## src/design/tmo_regs.svh

```systemverilog
// register offsets, field positions and reset values of the match outputs
`ifndef TMO_REGS_SVH
`define TMO_REGS_SVH

`define TMO_EMC_ADDR 32'h4001403C
`define TMO_PWMSEL_ADDR 32'h40014080
`define TMO_PINCFG_ADDR 32'h40014084

`define TMO_STATE_LSB 0
`define TMO_STATE_MSB 3
`define TMO_ACTION_LSB 4
`define TMO_ACTION_MSB 11
`define TMO_SEL_LSB 0
`define TMO_SEL_MSB 3

`define TMO_STATE_RESET 4'h0
`define TMO_ACTION_RESET 8'h00
`define TMO_PWMSEL_RESET 4'h0
`define TMO_PINCFG_RESET 4'h0

`endif

```

## src/design/tmo_pkg.sv

```systemverilog
// types shared by the match output block
package tmo_pkg;

    typedef enum logic [1:0] {
        TMO_ACT_NONE = 2'h0,
        TMO_ACT_CLEAR = 2'h1,
        TMO_ACT_SET = 2'h2,
        TMO_ACT_TOGGLE = 2'h3
    } tmo_action_type;

    typedef struct packed {
        logic [3:0] match_hit;
        logic [3:0] pwm_level;
    } tmo_core_type;

    typedef struct packed {
        logic [3:0] level;
        logic [3:0] oe;
    } tmo_pin_type;

    typedef struct packed {
        logic [3:0] state;
        logic [7:0] action;
        logic [3:0] pwm_sel;
        logic [3:0] pin_sel;
        tmo_pin_type pin;
        logic pready;
        logic pslverr;
        logic [31:0] prdata;
    } tmo_state_type;

endpackage

```

## src/design/tmo_match_out.sv

```systemverilog
// match output control with apb register access
//
// Summary of operation
// - four match output state bits, each showing its output level always
// - matches on channels 0 and 1 act per fields 5:4 and 7:6
// - matches on channels 2 and 3 act per fields 9:8 and 11:10
// - action 0x1 clears the state bit on a match
// - action 0x2 sets the state bit on a match
// - action 0x3 toggles the bit; 0x0 leaves it unchanged
// - pins selected for match function are driven from the state bits
// - a pwm-selected output follows pwm logic, not the action field
`timescale 1ns/1ps
`include "tmo_regs.svh"
module tmo_match_out #(
    parameter int NUM_CH = 4
) (
    // clock and reset
    input wire logic sys_clk,
    input wire logic rst,
    // apb slave
    input wire logic psel,
    input wire logic penable,
    input wire logic pwrite,
    input wire logic [31:0] paddr,
    input wire logic [31:0] pwdata,
    input wire logic [3:0] pstrb,
    output logic [31:0] prdata,
    output logic pready,
    output logic pslverr,
    // timer core
    input wire logic [3:0] match_hit,
    input wire logic [3:0] pwm_level,
    // pin multiplexer
    output logic [3:0] match_output_pin,
    output logic [3:0] match_pin_oe
);

    generate
        if (NUM_CH != 4) begin : g_bad_param
            $error("tmo_match_out supports exactly four channels");
        end
    endgenerate

    tmo_pkg::tmo_state_type cur;
    tmo_pkg::tmo_state_type next_cur;
    tmo_pkg::tmo_core_type core;
    logic [3:0] base_level;
    logic [3:0] chan_level;
    logic access_start;
    logic access_done;
    logic hit_emc;
    logic hit_pwmsel;
    logic hit_pincfg;
    logic addr_ok;
    logic emc_wr;
    logic [31:0] read_word;

    assign core.match_hit = match_hit;
    assign core.pwm_level = pwm_level;

    // address decode
    assign hit_emc = (paddr == `TMO_EMC_ADDR);
    assign hit_pwmsel = (paddr == `TMO_PWMSEL_ADDR);
    assign hit_pincfg = (paddr == `TMO_PINCFG_ADDR);
    assign addr_ok = hit_emc | hit_pwmsel | hit_pincfg;
    assign access_start = psel & penable & ~cur.pready;
    assign access_done = psel & penable & cur.pready;
    assign emc_wr = access_done & pwrite & hit_emc;

    // read mux, reserved bits read zero
    always_comb begin
        read_word = 32'h00000000;
        if (hit_emc) begin
            read_word[`TMO_STATE_MSB:`TMO_STATE_LSB] = cur.state;
            read_word[`TMO_ACTION_MSB:`TMO_ACTION_LSB] = cur.action;
        end else if (hit_pwmsel) begin
            read_word[`TMO_SEL_MSB:`TMO_SEL_LSB] = cur.pwm_sel;
        end else if (hit_pincfg) begin
            read_word[`TMO_SEL_MSB:`TMO_SEL_LSB] = cur.pin_sel;
        end
    end

    // written level overrides the stored one
    always_comb begin
        base_level = cur.state;
        if (emc_wr && pstrb[0]) begin
            base_level = pwdata[`TMO_STATE_MSB:`TMO_STATE_LSB];
        end
    end

    // per-channel action logic
    genvar i;
    generate
        for (i = 0; i < NUM_CH; i = i + 1) begin : g_ch
            tmo_channel u_ch (
                .base_level(base_level[i]),
                .action(cur.action[2*i+1:2*i]),
                .hit(core.match_hit[i]),
                .pwm_sel(cur.pwm_sel[i]),
                .pwm_level(core.pwm_level[i]),
                .next_level(chan_level[i])
            );
        end
    endgenerate

    always_comb begin
        next_cur = cur;
        next_cur.pready = access_start;
        next_cur.pslverr = 1'b0;
        if (access_start) begin
            next_cur.pslverr = ~addr_ok;
            next_cur.prdata = pwrite ? 32'h00000000 : read_word;
        end
        // register writes; reserved bits are dropped
        if (access_done && pwrite) begin
            if (hit_emc) begin
                if (pstrb[0]) begin
                    next_cur.action[3:0] = pwdata[7:4];
                end
                if (pstrb[1]) begin
                    next_cur.action[7:4] = pwdata[11:8];
                end
            end
            if (hit_pwmsel && pstrb[0]) begin
                next_cur.pwm_sel = pwdata[`TMO_SEL_MSB:`TMO_SEL_LSB];
            end
            if (hit_pincfg && pstrb[0]) begin
                next_cur.pin_sel = pwdata[`TMO_SEL_MSB:`TMO_SEL_LSB];
            end
        end
        next_cur.state = chan_level;
        next_cur.pin.level = chan_level;
        next_cur.pin.oe = next_cur.pin_sel;
    end

    always_ff @(posedge sys_clk) begin
        if (rst) begin
            cur.state <= `TMO_STATE_RESET;
            cur.action <= `TMO_ACTION_RESET;
            cur.pwm_sel <= `TMO_PWMSEL_RESET;
            cur.pin_sel <= `TMO_PINCFG_RESET;
            cur.pin.level <= `TMO_STATE_RESET;
            cur.pin.oe <= `TMO_PINCFG_RESET;
            cur.pready <= 1'b0;
            cur.pslverr <= 1'b0;
            cur.prdata <= 32'h00000000;
        end else begin
            cur <= next_cur;
        end
    end

    assign prdata = cur.prdata;
    assign pready = cur.pready;
    assign pslverr = cur.pslverr;
    assign match_output_pin = cur.pin.level;
    assign match_pin_oe = cur.pin.oe;

    generate
        for (i = 0; i < NUM_CH; i = i + 1) begin : g_chk

        end
    endgenerate
endmodule

```

## src/design/tmo_channel.sv

```systemverilog
// next level of one match output bit
`timescale 1ns/1ps
module tmo_channel (
    // stored level and write override
    input wire logic base_level,
    // match action and strobe
    input wire logic [1:0] action,
    input wire logic hit,
    // pwm takeover
    input wire logic pwm_sel,
    input wire logic pwm_level,
    // result
    output logic next_level
);
    tmo_pkg::tmo_action_type act;

    always_comb begin
        act = tmo_pkg::tmo_action_type'(action);
        next_level = base_level;
        if (pwm_sel) begin
            next_level = pwm_level;
        end else if (hit) begin
            case (act)
                tmo_pkg::TMO_ACT_CLEAR: next_level = 1'b0;
                tmo_pkg::TMO_ACT_SET: next_level = 1'b1;
                tmo_pkg::TMO_ACT_TOGGLE: next_level = ~base_level;
                default: next_level = base_level;
            endcase
        end
    end
endmodule

```

## config.mk

```make
export PLATFORM = sky130hd
export DESIGN_NAME = tmo_match_out
export DESIGN_NICKNAME = d
export VERILOG_FILES = /design/src/design/tmo_pkg.sv /design/src/design/tmo_match_out.sv /design/src/design/tmo_channel.sv
export VERILOG_INCLUDE_DIRS = /design/src /design/src/design
export SDC_FILE = /design/constraint.sdc
export NUM_CORES = 1
export LEC_CHECK = 0
export BUFFER_PORTS_ARGS = -buffer_cell sky130_fd_sc_hd__buf_2
export CORE_UTILIZATION = 44
export DETAILED_ROUTE_END_ITERATION = 10
export PLACE_DENSITY = 0.86
export SLEW_MARGIN = 20
export SYNTH_ARGS = -nofsm -noshare
export SYNTH_HDL_FRONTEND = slang
export SYNTH_HIERARCHICAL = 1
export SYNTH_SLANG_ARGS = --single-unit
```

## constraint.sdc

```tcl
create_clock -name sys_clk -period 3 [get_ports sys_clk]
set_input_delay 0.6 -clock sys_clk [delete_from_list [all_inputs] [get_ports sys_clk]]
set_output_delay 0.6 -clock sys_clk [all_outputs]
set_load 0.05 [all_outputs]
```

# After elaboration in Yosys (flattened, before gate mapping)
# Index checks and enable logic that the tools add are counted.
# Widths: inputs -> output; s select.
# totals
regBits	54
latchBits	0
ramBits	0
mem_bits_ro	0
inputBits	81
output_inout_bits	42
elab_cells	66
memories	0
# classes
add_sub_neg	0
mul	0
div	0
magnitude_cmp	0
eq_ne	15
n_shift	0
muxes	20
bitwise_logic	14
n_reduce_logical	9
# ops
cell	count
$eq 32x31->1 const B	3
$mux 4	6
$eq 2x2->1 const B	8
$mux 12	1
$pmux 1 s3	4
$eq 2x1->1 const B	4
$mux 1	8
$mux 8	1
$not 1->1	7
$reduce_and 3->1	2
$and 1x1->1	5
$logic_and 1x1->1	4
$reduce_and 2->1	2
$or 1x1->1	2
$reduce_or 2->1	1

# Depth between registers and ports, before layout
# depth
ltp_word	10
mapped_depth	7
depth_no_buf	7

# Modules after synthesis
# Netlist, hierarchy kept.
# by_module_without_submodules
module	instances	cells_per_inst	area_per_inst_um2	seq_area_each_um2
tmo_match_out	1	199	1994.4	680.7
tmo_channel	4	4	27.5	0.0

# Least setup slack after synthesis
# OpenSTA, ideal clock, no wires.
# synth_path
path_kind	input -> register
from	in paddr[9]
to	reg cur (netlist bit match_output_pin[0])
setup_ns	0.066
arrival_ns	2.480
required_time_ns	2.934
path_slack_ns	0.454
cell_stages	7
path_buffers	0
cell_sequence	nor4_2 -> nand3_1 -> nor4_4 -> mux2_4 -> and3_1 -> o31ai_2 -> nor2b_1
# synth_between
elab_chain_len	8
# synth_rtl
item	line	text
start: declaration	tmo_match_out.sv:24	input wire logic [31:0] paddr,
$eq 32x31->1 (no source line) (*)	-	
$and 1x1->1 (*)	tmo_match_out.sv:68	assign emc_wr = access_done & pwrite & hit_emc;
$logic_and 1x1->1 (*)	tmo_match_out.sv:86	if (emc_wr && pstrb[0]) begin
$mux 4 (*)	tmo_match_out.sv:86	
via base_level[0]	tmo_match_out.sv:47	logic [3:0] base_level;
$not 1->1	tmo_channel.sv:26	tmo_pkg::TMO_ACT_TOGGLE: next_level = ~base_level;
$pmux 1 s3	tmo_channel.sv:23	case (act)
$mux 1 (*)	tmo_channel.sv:22	end else if (hit) begin
$mux 1 (*)	tmo_channel.sv:20	if (pwm_sel) begin
via chan_level[0]	tmo_match_out.sv:48	logic [3:0] chan_level;
end signal: assignment	tmo_match_out.sv:148	cur <= next_cur;
end: declaration	tmo_match_out.sv:44	tmo_pkg::tmo_state_type cur;
# Mark *: on every way through the listed nets, which the timed path passes. The rest lies on a longest branch.
# A chain may end at the register's enable or synchronous reset.

# Worst setup path in the final report
# layout_path
from	in paddr[9]
to	reg cur (netlist bit match_output_pin[1])
# The elaborated chain is that of the path after synthesis.

==> metrics.md <==
| Metric | Value |
|---|---|
| Period utilization | `82.4%` |
| First-pass GRT wire length | `7.09 mm` |
| Worst relative slew slack | `54.2%` |
| Worst Skew | `7.29 ps` |
| DR vias/cell | `just over 5` |
| Cts bufs inserted | `5` |
| Synth area leaders | `dfxtp_1 (32%), buf_4 (14%), nand2b_1 (8.3%), mux2i_1 (7.6%), nand3b_1 (3.2%)` |
| Worst r2r src | `pready` |
| Ys async rst share | `0%` |
| Critical path class | `in2reg` |
| H-tree depth | `2` |
| CTS sink count | `34` |
| Synth warn | `6` |
| Synth Area in Compound Gates | `a little under a tenth` |
| Run status | `finished, violations left` |
| Synth Area in Simple Gates | `just under 30%` |
| Synthesized area | `0.00210 sq mm` |
| Final Critical Period | `approximately 2500 ps` |
| Design Power | `0.000929 W` |
| Clock Tree Buf Depth | `2` |
| HP Start | `prdata[0]` |
| Mean post-synth cell area | `9.79 sq um` |
| Critical path endpoint category | `flop` |
| Synth Register Bits | `34` |
| Vias in the first global route | `between 1500 and 2000` |
| Chip Height | `71.2 um` |
| Post-synthesis sequential area ratio | `32.3%` |
| Worst path required time | `around 3200 ps` |
| Final setup fails | `0` |
| Power density cells | `386 mW/mm^2` |
| CP Max Fanout | `5` |
| Pleak | `1.08 nW` |
| Main combinational cell family by area after synthesis | `simple AND/OR/NAND/NOR gates` |
| FMAX | `0.404 GHz` |
| Failing checks | `DRC` |
| Starting density of the core | `47.0%` |
| Endpoint, Worst Hold | `prdata[0]` |
| Mapped Cells | `215` |
| Avg WL per Cell | `13.8 um` |
| Worst Tran Pin Value | `686 ps` |
| Layout cells sized above 1 | `approximately 40%` |
| Antenna Cells | `0` |
| FP Rows | `24` |
| Critical Path AT | `roughly 2700 ps` |
| Post-synthesis adder-cell area fraction | `0%` |
| Mux cell area share after synthesis | `12.6%` |
| CORE AREA | `0.00447 sq mm` |
| Remaining DRCs | `11` |
| Final wirelength | `4.49 mm` |
| Critical path launch point type | `primary input` |
| Flop2flop setup slack | `810 ps` |
| Clk root buf | `clkbuf_8` |
| Initial DRC count | `slightly below 90` |
| Post-CTS Resized | `0` |
| Hold Crit Class | `reg2reg` |
| Die X-Extent | `71.2 um` |
| CTS tree | `built` |
| Final #Nets | `approximately 360` |
| Buffers on Ports | `80` |
| First drt pass iteration count | `8` |
| Pin count of the biggest net entering global routing | `44` |
| Worst-Skew Late Latency | `290 ps` |
| Congestion Overflow GR | `0` |
| Worst R2R Path Depth | `7` |
| RSZ-0062 raised after global routing | `no` |
| Synth Area in XOR/XNOR | `0%` |
| Filler Cells Inserted | `about 430` |
| Share of the synthesized area in the top cell type | `between 30 and 40%` |
| Initial antenna violation count | `0` |
| Post-DRT Antenna Nets | `0` |
| Area leader, netlist | `dfxtp_1` |
| Postcts setup bufs | `0` |
| WHS Path Cells | `2` |
| All-Layer GR Usage | `18.2%` |
| Number of I/O pins | `123` |
| Area delta synth->final | `14.3%` |
| Number of synthesized flops with an enable pin | `0` |
| Distinct cells, synth | `33` |
| TNS Setup | `0 ps` |
| Worst vdd ir | `between 200 and 300 uV` |
| Main flop type after synthesis | `dfxtp_1` |
| Reg2Reg Capture Point | `match_output_pin[1]` |
| Pins Over Slew Limit | `0` |
| Fin. Hold Viols | `0` |
| DP HPWL | `3.51 mm` |
| Die area | `0.00506 sq mm` |
| Vias | `1683` |
| Max-cap viol count | `0` |
| Reg clk slew, reported paths | `60 ps` |
| Placer Congestion | `0.778` |
| # hold bufs at CTS | `0` |
worst max path at each step:
stage,from,endpoint,slack [ps],cells past startpoint
after floorplan,paddr[9],match_output_pin[0],450,7
after global placement,paddr[13],match_output_pin[3],270,8
after detailed placement,paddr[13],match_output_pin[0],210,8
after CTS,paddr[13],match_output_pin[0],530,8
after global routing,paddr[9],match_output_pin[1],380,8
final,paddr[9],match_output_pin[1],530,8
layer usage:
layer | global-route usage, % | vias up | routed length, um
met5 | 0 | - | 0
met4 | 6.67 | 0 | 40
met3 | 4.99 | 4 | 298
met2 | 30.5 | 77 | 2190
met1 | 22.3 | 777 | 1960
li1 | - | 825 | -
stage by stage:
stage                     hold slack (ps)  worst slack (ps)  instances  utilization (%)  instance area (sq um)
after floorplan                       426               454        234                -                   2180
after global placement                437               273        320             51.9                   2320
after detailed placement              438               214        320             51.9                   2320
after CTS                             453               530        326             53.8                   2410
after global routing                  494               381        326             53.8                   2410
final                                 447               527        326             53.8                   2410
worst max-delay path: stages:
cell     delay [ps]
buf_2           100
nor4_2          350
nand3_1         230
nor4_4          570
mux2_4          350
and3_1          180
o31ai_2         170
nor2b_1         140
cell type report:
class                      instances  area, sq um  area share (%)
multi-input combinational        151         1160            48.2
timing repair buffer              82          415            17.3
clock buffer                       6         82.6            3.43
inverter                           1         3.75           0.156
sequential                        34          681            28.3
tap                               52         65.1            2.70
cells in the mapped netlist, drive strengths merged, types with 2 or more instances:
| library cell | number |
|---|---|
| a21oi | 4 |
| a32oi | 4 |
| and3 | 5 |
| and4 | 3 |
| buf | 42 |
| clkbuf | 6 |
| dfxtp | 34 |
| mux2 | 8 |
| mux2i | 16 |
| nand2 | 10 |
| nand2b | 28 |
| nand3b | 9 |
| nand4 | 4 |
| nor2b | 6 |
| nor4 | 5 |
| nor4b | 5 |
| o21ai | 5 |
| o31ai | 12 |
| or4 | 2 |
cell families (layout without fill, tap and decap cells):
logic type	after synthesis	after routing
compound gates	26	26
buf+inv	49	89
flops	34	34
mux	24	24
other cells	1	20
simple gates	81	81
sequential cells by signal, summed over array words and instances (netlist names):
signal	flops
cur	12
pready	1
match_output_pin	4
match_pin_oe	4
prdata	12
pslverr	1
placed cells by master (no fill, tap or decap), drive strengths merged, types with 6 or more instances in the layout:
cell type / n
nand2b: 28
mux2: 8
nand2: 10
nor2b: 6
buf: 82
o31ai: 12
dfxtp: 34
nand3b: 9
clkbuf: 6
conb: 20
mux2i: 16
report_power, final:
part           switching [W]  internal (W)
registers        0.000000419      0.000452
clock network       0.000156      0.000177
logic              0.0000977     0.0000451
total               0.000255      0.000674
Note: power is estimated with default switching activity, not from simulation.
